--- src/include/tcsc_cfg.svh ---
/*
  Constants for the tunable capacitor serial controller: word layout,
  device count and link timing, all as macros.
  Assumes a 200 MHz system clock; times are kept in picoseconds.
*/
`ifndef TCSC_CFG_SVH
`define TCSC_CFG_SVH

// Fan-out of the controller
`define TCSC_NUM_DEV     4
`define TCSC_DEV_W       2

// Telegram layout
`define TCSC_WORD_W      8
`define TCSC_TUNE_W      5
`define TCSC_STBY_BIT    5
`define TCSC_RSVD_W      2
`define TCSC_RSVD_VAL    2'h0
`define TCSC_WORD_RST    8'h00

// System clock period
`define TCSC_CLK_PS      5000

// Link times as printed, in picoseconds
`define TCSC_T_SCL_PS    38400
`define TCSC_T_ESU_PS    19200
`define TCSC_T_EHD_PS    19200
`define TCSC_T_EOW_PS    38400

// Least times round up to whole clock cycles
`define TCSC_HALF_CYC ((`TCSC_T_SCL_PS + 2 * `TCSC_CLK_PS - 1) / (2 * `TCSC_CLK_PS))
`define TCSC_ESU_CYC  ((`TCSC_T_ESU_PS + `TCSC_CLK_PS - 1) / `TCSC_CLK_PS)
`define TCSC_EHD_CYC  ((`TCSC_T_EHD_PS + `TCSC_CLK_PS - 1) / `TCSC_CLK_PS)
`define TCSC_EOW_CYC  ((`TCSC_T_EOW_PS + `TCSC_CLK_PS - 1) / `TCSC_CLK_PS)

`endif

--- src/include/tcsc_pkg.sv ---
/*
  Types for the tunable capacitor serial controller.
  Assumes tcsc_cfg.svh is reachable on the include path.
*/
`include "tcsc_cfg.svh"

package tcsc_pkg;

  typedef logic [`TCSC_WORD_W-1:0] tcsc_word_t;

  // Update style chosen per command
  typedef enum logic {
    TCSC_MODE_SEQ = 1'h0,
    TCSC_MODE_SIM = 1'h1
  } tcsc_mode_t;

  // Frame sequencer, one-hot
  typedef enum logic [6:0] {
    TCSC_ST_IDLE  = 7'h01,
    TCSC_ST_LOAD  = 7'h02,
    TCSC_ST_SETUP = 7'h04,
    TCSC_ST_HI    = 7'h08,
    TCSC_ST_LO    = 7'h10,
    TCSC_ST_HOLD  = 7'h20,
    TCSC_ST_GAP   = 7'h40
  } tcsc_state_t;

endpackage

--- src/design/tcsc_master.sv ---
/*
  Serial master for a bank of tunable capacitors: takes tuning commands
  at a plain user port and sends 8-bit telegrams over latch enable,
  serial clock and data lines that it generates itself from clk.
  Assumes commands come from logic on clk; the devices only listen.
  The serial clock is clk divided by eight: 20 ns high, 20 ns low.
  Phase counts are 4 bits; a faster clk needing over sixteen cycles
  per phase would overflow them.
  One command keeps the port busy for 81 clk cycles, accept to done;
  a request raised meanwhile is neither taken nor stored.
*/
// Notes on behaviour
// - Latch enable rises before any serial clock edge of a telegram.
// - Telegram bits leave most significant first, bit 0 last.
// - Data changes only while serial clock is low: first bit after the enable rises, the rest at falling edges; returns to zero as the enable falls.
// - Word is two reserved bits, standby bit 5, tuning state bits 4..0.
// - Reserved bits 7 and 6 are always sent as zero.
// - Each device has its own latch enable; only framed devices listen.
// - Separate enables program devices one after another.
// - Separate data lines with a shared enable update all at once.
// - Shared enable mode resends every device's word each update.
// - Latch enable leads first rising clock by at least 19.2 ns.
// - Latch enable falls at least 19.2 ns after last rising clock.
// - Enable low at least 38.4 ns; serial clock period at least 38.4 ns.
`timescale 1ns/10ps
`include "tcsc_cfg.svh"

module tcsc_master
  import tcsc_pkg::*;
(
  input  wire logic                    clk,
  input  wire logic                    rst_n,
  input  wire logic                    cmd_valid,
  output logic                         cmd_ready,
  input  wire tcsc_mode_t              cmd_mode,
  input  wire logic [`TCSC_DEV_W-1:0]  cmd_dev,
  input  wire logic                    cmd_standby,
  input  wire logic [`TCSC_TUNE_W-1:0] cmd_state,
  output logic                         done,
  output logic [`TCSC_NUM_DEV-1:0]     latch_enable,
  output logic                         serial_clk,
  output logic [`TCSC_NUM_DEV-1:0]     serial_data
);

  tcsc_state_t                 state;
  tcsc_state_t                 next_state;
  logic [3:0]                  cnt;
  logic [3:0]                  next_cnt;
  logic [2:0]                  ld_step;
  logic [2:0]                  bit_idx;
  logic [`TCSC_DEV_W-1:0]      tgt;
  tcsc_mode_t                  mode;
  tcsc_word_t                  shreg [`TCSC_NUM_DEV];
  tcsc_word_t                  mem_rdata;
  tcsc_word_t                  cmd_word;
  logic                        accept;
  logic                        load_done;
  logic                        setup_first;
  logic                        hi_end;
  logic                        do_shift;
  logic                        hold_end;
  logic                        gap_end;

  // Command word; reserved bits forced low so the user cannot set them
  assign cmd_word = {`TCSC_RSVD_VAL, cmd_standby, cmd_state};

  // A command is taken only while the sequencer is idle
  assign accept      = cmd_valid && cmd_ready;

  // Phase ends, decoded from the sequencer and its counter
  assign load_done   = (state == TCSC_ST_LOAD) && (ld_step == 3'(`TCSC_NUM_DEV));
  assign setup_first = (state == TCSC_ST_SETUP) && (cnt == 4'(`TCSC_ESU_CYC - 1));
  assign hi_end      = (state == TCSC_ST_HI) && (cnt == 4'h0);

  // No shift after the eighth rise, so bit 0 stays put through the hold
  assign do_shift    = hi_end && (bit_idx != 3'h7);

  // Back end of the frame: enable hold, then the enable low gap
  assign hold_end    = (state == TCSC_ST_HOLD) && (cnt == 4'h0);
  assign gap_end     = (state == TCSC_ST_GAP) && (cnt == 4'h0);

  // Every command lands in the shadow store, so a later shared-enable
  // update can resend unchanged devices without the user repeating them
  tcsc_word_mem u_mem (
    .clk     (clk),
    .rst_n   (rst_n),
    .wr_en   (accept),
    .wr_addr (cmd_dev),
    .wr_data (cmd_word),
    .rd_addr (ld_step[`TCSC_DEV_W-1:0]),
    .rd_data (mem_rdata)
  );

  // Sequencer transitions and phase counter reloads
  always_comb begin
    next_state = state;
    next_cnt   = cnt;
    case (state)
      // Shadow store is written on the same edge that takes the command
      TCSC_ST_IDLE: begin
        if (accept) begin
          next_state = TCSC_ST_LOAD;
        end
      end
      // Four reads, one a cycle, then the frame opens
      TCSC_ST_LOAD: begin
        if (load_done) begin
          next_state = TCSC_ST_SETUP;
          next_cnt   = 4'(`TCSC_ESU_CYC - 1);
        end
      end
      // Enable already high; wait out the lead before the first rise
      TCSC_ST_SETUP: begin
        if (cnt == 4'h0) begin
          next_state = TCSC_ST_HI;
          next_cnt   = 4'(`TCSC_HALF_CYC - 1);
        end else begin
          next_cnt = cnt - 4'h1;
        end
      end
      // High half of the serial clock; data must not move here
      TCSC_ST_HI: begin
        if (cnt != 4'h0) begin
          next_cnt = cnt - 4'h1;
        end else if (bit_idx == 3'h7) begin
          // Hold counted from the fall, which is already a half period late
          next_state = TCSC_ST_HOLD;
          next_cnt   = 4'(`TCSC_EHD_CYC - 1);
        end else begin
          next_state = TCSC_ST_LO;
          next_cnt   = 4'(`TCSC_HALF_CYC - 1);
        end
      end
      // Low half; the next bit was put out at its start
      TCSC_ST_LO: begin
        if (cnt == 4'h0) begin
          next_state = TCSC_ST_HI;
          next_cnt   = 4'(`TCSC_HALF_CYC - 1);
        end else begin
          next_cnt = cnt - 4'h1;
        end
      end
      // Clock low, bit 0 still on the line until the enable falls
      TCSC_ST_HOLD: begin
        if (cnt == 4'h0) begin
          next_state = TCSC_ST_GAP;
          next_cnt   = 4'(`TCSC_EOW_CYC - 1);
        end else begin
          next_cnt = cnt - 4'h1;
        end
      end
      // Enable low; no new frame may open until this runs out
      TCSC_ST_GAP: begin
        if (cnt == 4'h0) begin
          next_state = TCSC_ST_IDLE;
        end else begin
          next_cnt = cnt - 4'h1;
        end
      end
      // Codes that are not one-hot fall back to idle
      default: begin
        next_state = TCSC_ST_IDLE;
        next_cnt   = 4'h0;
      end
    endcase
  end

  // Sequencer state
  always_ff @(posedge clk or negedge rst_n) begin
    if (!rst_n) begin
      state <= TCSC_ST_IDLE;
    end else begin
      state <= next_state;
    end
  end

  // Phase counter
  always_ff @(posedge clk or negedge rst_n) begin
    if (!rst_n) begin
      cnt <= 4'h0;
    end else begin
      cnt <= next_cnt;
    end
  end

  // Command capture
  always_ff @(posedge clk or negedge rst_n) begin
    if (!rst_n) begin
      tgt  <= '0;
      mode <= TCSC_MODE_SEQ;
    end else if (accept) begin
      tgt  <= cmd_dev;
      mode <= cmd_mode;
    end
  end

  // Load walk over the shadow store; read data lag the address by one,
  // so the walk runs one step past the last entry
  always_ff @(posedge clk or negedge rst_n) begin
    if (!rst_n) begin
      ld_step <= 3'h0;
    end else if (state == TCSC_ST_LOAD) begin
      ld_step <= ld_step + 3'h1;
    end else begin
      ld_step <= 3'h0;
    end
  end

  // Bit counter: a telegram is exactly eight clocks, never more
  always_ff @(posedge clk or negedge rst_n) begin
    if (!rst_n) begin
      bit_idx <= 3'h0;
    end else if (state == TCSC_ST_SETUP) begin
      bit_idx <= 3'h0;
    end else if (do_shift) begin
      bit_idx <= bit_idx + 3'h1;
    end
  end

  // Serial clock idles low and toggles only inside a frame
  // Both edges come from the phase counter, so high and low are exact
  always_ff @(posedge clk or negedge rst_n) begin
    if (!rst_n) begin
      serial_clk <= 1'h0;
    end else if ((state == TCSC_ST_SETUP || state == TCSC_ST_LO) && cnt == 4'h0) begin
      serial_clk <= 1'h1;
    end else if (hi_end) begin
      serial_clk <= 1'h0;
    end
  end

  // Per-device shift register, enable and data line
  genvar d;
  generate
    for (d = 0; d < `TCSC_NUM_DEV; d++) begin : g_dev
      tcsc_word_t src;

      // In sequential mode all data lines carry the target's word,
      // which matches a board where they are one shared wire
      assign src = (mode == TCSC_MODE_SIM) ? shreg[d] : shreg[tgt];

      // Filled from the shadow store in the load walk, then shifted left
      always_ff @(posedge clk or negedge rst_n) begin
        if (!rst_n) begin
          shreg[d] <= `TCSC_WORD_RST;
        end else if (state == TCSC_ST_LOAD && ld_step == 3'(d + 1)) begin
          shreg[d] <= mem_rdata;
        end else if (do_shift) begin
          shreg[d] <= {shreg[d][`TCSC_WORD_W-2:0], 1'h0};
        end
      end

      // Data set up while the clock is low, moved at its fall, cleared as the enable falls
      always_ff @(posedge clk or negedge rst_n) begin
        if (!rst_n) begin
          serial_data[d] <= 1'h0;
        end else if (setup_first) begin
          serial_data[d] <= src[`TCSC_WORD_W-1];
        end else if (do_shift) begin
          serial_data[d] <= src[`TCSC_WORD_W-2];
        end else if (hold_end) begin
          serial_data[d] <= 1'h0;
        end
      end

      // Only the target frames in sequential mode; all frame together
      // otherwise, so every device applies on the same falling edge
      always_ff @(posedge clk or negedge rst_n) begin
        if (!rst_n) begin
          latch_enable[d] <= 1'h0;
        end else if (load_done) begin
          latch_enable[d] <= (mode == TCSC_MODE_SIM) || (tgt == `TCSC_DEV_W'(d));
        end else if (hold_end) begin
          latch_enable[d] <= 1'h0;
        end
      end
    end
  endgenerate

  // Ready again only after the enable low gap has run out
  // A request held while busy is dropped, never queued
  always_ff @(posedge clk or negedge rst_n) begin
    if (!rst_n) begin
      cmd_ready <= 1'h1;
    end else if (accept) begin
      cmd_ready <= 1'h0;
    end else if (gap_end) begin
      cmd_ready <= 1'h1;
    end
  end

  // Completion pulse, one cycle, with ready
  always_ff @(posedge clk or negedge rst_n) begin
    if (!rst_n) begin
      done <= 1'h0;
    end else begin
      done <= gap_end;
    end
  end

endmodule

--- src/design/tcsc_word_mem.sv ---
/*
  Shadow store of the last word sent to each device, one entry per device.
  Assumes a single clock; read data appear one cycle after the address.
*/
`timescale 1ns/10ps
`include "tcsc_cfg.svh"

module tcsc_word_mem
  import tcsc_pkg::*;
(
  input  wire logic                   clk,
  input  wire logic                   rst_n,
  input  wire logic                   wr_en,
  input  wire logic [`TCSC_DEV_W-1:0] wr_addr,
  input  wire tcsc_word_t             wr_data,
  input  wire logic [`TCSC_DEV_W-1:0] rd_addr,
  output tcsc_word_t                  rd_data
);

  tcsc_word_t entry [`TCSC_NUM_DEV];

  // One storage word per device
  genvar g;
  generate
    for (g = 0; g < `TCSC_NUM_DEV; g++) begin : g_entry
      always_ff @(posedge clk or negedge rst_n) begin
        if (!rst_n) begin
          entry[g] <= `TCSC_WORD_RST;
        end else if (wr_en && (wr_addr == `TCSC_DEV_W'(g))) begin
          entry[g] <= wr_data;
        end
      end
    end
  endgenerate

  // Registered read port
  always_ff @(posedge clk or negedge rst_n) begin
    if (!rst_n) begin
      rd_data <= `TCSC_WORD_RST;
    end else begin
      rd_data <= entry[rd_addr];
    end
  end

endmodule

--- config.mk ---
export PLATFORM = sky130hd
export DESIGN_NAME = tcsc_master
export DESIGN_NICKNAME = d
export VERILOG_FILES = /design/src/include/tcsc_pkg.sv /design/src/design/tcsc_master.sv /design/src/design/tcsc_word_mem.sv
export VERILOG_INCLUDE_DIRS = /design/src /design/src/include
export SDC_FILE = /design/constraint.sdc
export NUM_CORES = 1
export LEC_CHECK = 0
export BUFFER_PORTS_ARGS = -buffer_cell sky130_fd_sc_hd__buf_2
export CELL_PAD_IN_SITES_DETAIL_PLACEMENT = 0
export CELL_PAD_IN_SITES_GLOBAL_PLACEMENT = 2
export CORE_ASPECT_RATIO = 1.75
export CORE_UTILIZATION = 46
export CTS_BUF_LIST = sky130_fd_sc_hd__clkbuf_2
export DETAILED_ROUTE_END_ITERATION = 10
export PLACE_DENSITY = 0.89
export SLEW_MARGIN = 20
export SYNTH_ARGS = -nofsm -noshare
export SYNTH_HDL_FRONTEND = slang
export SYNTH_HIERARCHICAL = 1
export SYNTH_SLANG_ARGS = --single-unit
--- constraint.sdc ---
create_clock -name clk -period 5.3 [get_ports clk]
set_input_delay 0.53 -clock clk [delete_from_list [all_inputs] [get_ports clk]]
set_output_delay 0.53 -clock clk [all_outputs]
set_load 0.02 [all_outputs]
# After elaboration in Yosys (flattened, before gate mapping)
# Index checks and enable logic that the tools add are counted.
# totals
rom_bits	0
word_cells	149
ram_bits	0
latchBits	0
out_inout_bits	11
n_memories	0
ff_bits	95
# classes
mux	52
multipliers	0
n_div	0
reduce_logical	36
magnitude_cmp	2
n_addsub	3
n_bitwise	3
n_eq_ne	27
shift	0
# op_table
cell	count
8-bit two-way mux	16
7-bit two-way mux	6
7-bit one-hot mux with 6 select lines	1
8-bit binary-select mux with 2-bit select	2
4-bit one-hot mux with 6 select lines	1
4-bit two-way mux	5
1-bit two-way mux	17
2-bit nonzero test	8
1-bit logical AND	15
3-bit two-way mux	3
2-bit equality test, second input constant	4
2-bit != test, second input constant	4
7-bit by 1-bit equality test with 1-bit output, second input constant	1
7-bit by 2-bit equality test with 1-bit output, second input constant	1
7-bit by 3-bit equality test with 1-bit output, second input constant	1
7-bit by 4-bit equality test with 1-bit output, second input constant	1
7-bit by 5-bit equality test with 1-bit output, second input constant	1
7-bit by 6-bit equality test with 1-bit output, second input constant	1
7-bit equality test, second input constant	1
3-bit by 1-bit adder with 3-bit output, second input constant	2
3-bit by 2-bit equality test with 1-bit output, second input constant	2
3-bit equality test, second input constant	2
3-bit >= comparator, second input constant	2
6-bit two-way mux	1
other kinds (16)	25

# Longest topological paths before layout
# logic_depth
depth_word	7
depth_mapped	9
depth_no_buf	7

# By module
# Netlist, hierarchy kept.
# by_module_without_submodules
mod	area_each_um2	cells_per_inst	n_inst
tcsc_master	3266.9	361	1
tcsc_word_mem	1601.5	86	1

# Least setup slack after synthesis
# Ideal clock, no wire load.
# synth_timing
path_kind	reg-to-reg
startpoint	register cnt[0]
endpoint	register shreg[10] (netlist name)
setup_ps	130
slack_ps	3353
arrival_ps	1817
path_buffers	2
period_less_slack_ps	1947
stages_incl_launch_ff	10
required_time_ps	5170
path_cell_list	dfrtp_1 inv_1 ha_1 nor3b_2 nand4_1 nand2b_4 buf_2 buf_2 nand2_1 a31oi_1
# synth_between
elab_chain_len	4
# synth_rtl
item	line	text
from (decl)	tcsc_master.sv:47	logic [3:0] cnt;
from (signal assigned)	tcsc_master.sv:182	cnt <= next_cnt;
4-bit zero test	tcsc_master.sv:73	assign hi_end = (state == TCSC_ST_HI) && (cnt == 4'h0);
1-bit logical AND	tcsc_master.sv:73	
1-bit logical AND	tcsc_master.sv:76	assign do_shift = hi_end && (bit_idx != 3'h7);
2-bit nonzero test (no line)	-	
to (signal, indexed assignment)	tcsc_master.sv:245	shreg[d] <= `TCSC_WORD_RST;
to (signal, indexed assignment)	tcsc_master.sv:247	shreg[d] <= mem_rdata;
to (signal, indexed assignment)	tcsc_master.sv:249	shreg[d] <= {shreg[d][`TCSC_WORD_W-2:0], 1'h0};
to (decl)	tcsc_master.sv:53	tcsc_word_t shreg [`TCSC_NUM_DEV];
# No other way between the ends.
# A chain may end at the register's enable or synchronous reset.

# Final worst setup path
# layout_timing
startpoint	register cnt[0]
endpoint	register serial_data[3]
# layout_between
elab_chain_len	5
word_cells_on_any_way	9
classes_between	1 x eq/ne; 2 x mux; 6 x reduce/logical
# layout_rtl
item	line	text
4-bit zero test	tcsc_master.sv:73, tcsc_master.sv:79	
1-bit logical AND	tcsc_master.sv:73	
1-bit logical AND	tcsc_master.sv:76	
1-bit two-way mux	tcsc_master.sv:259	end else if (do_shift) begin
1-bit two-way mux	tcsc_master.sv:257	end else if (setup_first) begin
to (signal, indexed assignment)	tcsc_master.sv:258	serial_data[d] <= src[`TCSC_WORD_W-1];
to (signal, indexed assignment)	tcsc_master.sv:260	serial_data[d] <= src[`TCSC_WORD_W-2];
to (decl)	tcsc_master.sv:42	output logic [`TCSC_NUM_DEV-1:0] serial_data
# Parallel ways exist; a longest one is shown, timed or not.

==> out/metrics.yaml <==
ir_drop_v: 0.000148
dieArea_sq_um: 11000
num_vias: 3311
cts_root_buffer: "clkbuf_2"
setup_viol: 0
final_area_sq_um: 5230
wl_microns: 9770
pwr_density_cell_nw_per_um2: 298
initial_core_util_pct: 47.3
fp.dieH_microns: 138
holdBufCountCts: 1
numCtsBuffers: 9
cp_data_arrival_time_ns: 3.05
crit_type: "flip-flop to flip-flop"
cp-end-kind: "flip-flop"
grt_pass1_wl_microns: 16700
critPathSlowestCell: "dfrtp_1"
cts_tree: "done"
wl_per_cell_microns: 16.2
hold_viol_final: 0
power_frac_comb_pct: 12.6
cp_max_fo: 39
io_buffers: 22
p_clk_share_pct: 24.3
synth_area_sq_um: 4870
worstPathCellList: "inv_1 -> ha_1 -> nor3b_2 -> nand4_1 -> nand2b_4 -> and3_4 -> a211o_1"
cts_buffer_depth: 2
ctsResizeCount: 0
drc: 0
fin_crit_ns: 2.53
async_flop_share_pct: 100
min_period_over_period_pct: 47.7
synth-main-ff-cell: "dfrtp_1"
synth_edf_count: 0
postPlaceCellArea_sq_um: 5070
path_delay_family: "simple AND/OR/NAND/NOR gates"
cts_sinks: 103
dpl.hpwl_microns: 6740
grt_max_degree: 81
slowest_delay_ns: 0.49
cp.buffers_inverters: 1
overflow: 0
layout-drive-gt1-share_pct: 21.5
h-tree-depth: 3
p_sw_mw: 0.463
rows: 49
antenna_left: 0
worst_pin_slew_ns: 0.660
syn2layout_area_growth_pct: 7.48
clkTransAtPathRegs_ns: 0.30
drv_slew: 0
hp-class: "input port to flip-flop"
ys_warn_count: 6
fmax_mhz: 396
grt_pass1_vias: 3376
fin_nets: 492
required_ns: 5.82
die_x_microns: 79.8
skew_ns: 0.0491
p_leak_nw: 2.37
io_pins: 23
status: "finished, final reports clean"
p_seq_share_pct: 63.1
antenna_found_initial: 1
synth_cell_type_count: 55
tns_ns: 0
relSlewSlack_pct: 56.0
routed_via_density: 5.49
rsz0062_at_grt: "false"
gp_congestion: 0.813
drv_cap: 0
post_cts_buffers: 0
ys_seq_area_share_pct: 53.0
p_int_mw: 1.10
track_usage_pct: 19.5
coreArea_sq_um: 10300
swShare_pct: 29.7
syn_inst: 447
start_kind: "flip-flop"
synth-seq-cells: 103
drt_iter0_drc: 212
first_pass_iters: 4
worstSkewPairLatency_ns: 0.61
synth_area_per_cell_sq_um: 10.9
==> metal layers <==
| layer | up-vias | GRT usage (%) | wire length [microns] |
|---|---|---|---|
| li1 | 1612 | - | - |
| met1 | 1660 | 25.8 | 4340 |
| met2 | 26 | 31.4 | 5160 |
| met3 | 13 | 3.63 | 148 |
| met4 | 0 | 7.71 | 123 |
| met5 | - | 0 | 0 |
==> logic make-up after synthesis <==
family,after synthesis,share of synthesized area [%]
buf+inv,34,3.32
simple gates,167,17.1
compound gates,85,10.9
xor+xnor,3,0.540
flops,103,53.0
fa+ha+maj,10,2.57
other cells,1,0.0770
mux,44,12.5
==> stage by stage <==
| stage | setup slack [ns] | std cells | hold slack, ns | total power, mW | util (%) |
|---|---|---|---|---|---|
| 2_1_floorplan | 3.35 | 454 | 0.234 | 1.11 | - |
| 3_3_place_gp | 2.87 | 584 | 0.446 | 1.18 | 49.2 |
| 3_5_place_dp | 2.73 | 584 | 0.454 | 1.20 | 49.2 |
| 4_1_cts | 2.75 | 601 | 0.0900 | 1.58 | 50.5 |
| 5_1_grt | 2.54 | 603 | 0.0795 | 1.65 | 50.8 |
| 6_report | 2.77 | 603 | 0.158 | 1.56 | 50.8 |
==> cells in the final DEF (no fill, tap or decap), types with 3 or more instances in the layout <==
master | netlist | layout
inv_8 | 0 | 4
nor2_1 | 39 | 39
mux4_2 | 10 | 10
clkbuf_2 | 0 | 9
nand2_1 | 79 | 79
dfrtp_1 | 101 | 101
buf_2 | 15 | 21
mux2_2 | 33 | 33
a21oi_1 | 18 | 18
a31oi_1 | 29 | 29
inv_1 | 13 | 13
o21ai_0 | 9 | 9
a21o_1 | 3 | 3
o22ai_1 | 4 | 4
nand3_2 | 4 | 4
ha_1 | 10 | 10
nand3_1 | 11 | 11
nor2b_1 | 7 | 7
buf_4 | 2 | 3
o2bb2ai_1 | 3 | 3
conb_1 | 1 | 8
and2_1 | 4 | 4
o21ai_1 | 7 | 7
==> worst paths after layout <==
path | startpoint | to | slack (ns) | cells past startpoint
min in group asynchronous | rst_n | serial_data[3]$_DFFE_PN0P_ | 0.31 | 2
setup / recovery | cnt[0]$_DFFE_PN0P_ | serial_data[3]$_DFFE_PN0P_ | 2.77 | 7
max in group asynchronous | rst_n | shreg[11]$_DFFE_PN0P_ | 4.02 | 4
hold reg to reg | serial_data[0]$_DFFE_PN0P_ | serial_data[0]$_DFFE_PN0P_ | 0.52 | 1
setup reg to reg | cnt[0]$_DFFE_PN0P_ | serial_data[3]$_DFFE_PN0P_ | 2.77 | 7
hold / removal | cmd_mode | mode$_DFFE_PN0P_ | 0.16 | 2
==> registers in the layout, indices dropped and copies added, names as in the netlist <==
signal and flops:
cnt 4, serial_clk 1, serial_data 4, cmd_ready 1, ld_step 3, state 7
u_mem/entry 32, mode 1, latch_enable 4, done 1, u_mem/rd_data 8, shreg 32
tgt 2, bit_idx 3
==> worst reg2reg max path: stages (launching register included) <==
cell,delay (ns)
dfrtp_1,0.49
inv_1,0.09
ha_1,0.16
nor3b_2,0.48
nand4_1,0.28
nand2b_4,0.41
and3_4,0.30
a211o_1,0.28
==> power groups by stage <==
stage / Combinational (mW) / Sequential, mW / Clock [mW]
3_5_place_dp: 0.197 / 1.00 / 0
3_3_place_gp: 0.190 / 0.992 / 0
6_report: 0.196 / 0.985 / 0.380
2_1_floorplan: 0.137 / 0.978 / 0
5_1_grt: 0.218 / 1.00 / 0.433
4_1_cts: 0.198 / 0.985 / 0.399
==> layout make-up <==
type	instances	area (sq um)
Fill cell	970	5070
Sequential cell	103	2580
Multi-Input combinational cell	317	2150
Timing Repair Buffer	26	165
Tap cell	127	159
Clock inverter	7	78.8
Inverter	13	48.8
Clock buffer	9	45.0
Antenna cell	1	2.50
==> cells in the mapped netlist, types with 2 or more instances <==
cell	instances	area, sq um
dfrtp_1	101	2530
nand2_1	79	297
nor2_1	39	146
mux2_2	33	372
a31oi_1	29	181
a21oi_1	18	90.1
buf_2	15	75.1
inv_1	13	48.8
nand3_1	11	55.1
ha_1	10	125
mux4_2	10	225
o21ai_0	9	45.0
nor2b_1	7	43.8
o21ai_1	7	35.0
and2_1	4	25.0
nand3_2	4	40.0
o22ai_1	4	25.0
a21o_1	3	22.5
o2bb2ai_1	3	26.3
and3_1	2	12.5
buf_4	2	15.0
clkbuf_1	2	7.51
dfstp_2	2	52.6
nand3b_2	2	22.5
nand4_1	2	12.5
nor2_2	2	12.5
nor3_1	2	10.0
nor4b_1	2	17.5
o21a_1	2	15.0
o22a_1	2	17.5
xnor2_1	2	17.5
Power figures use the tool's default switching activity.
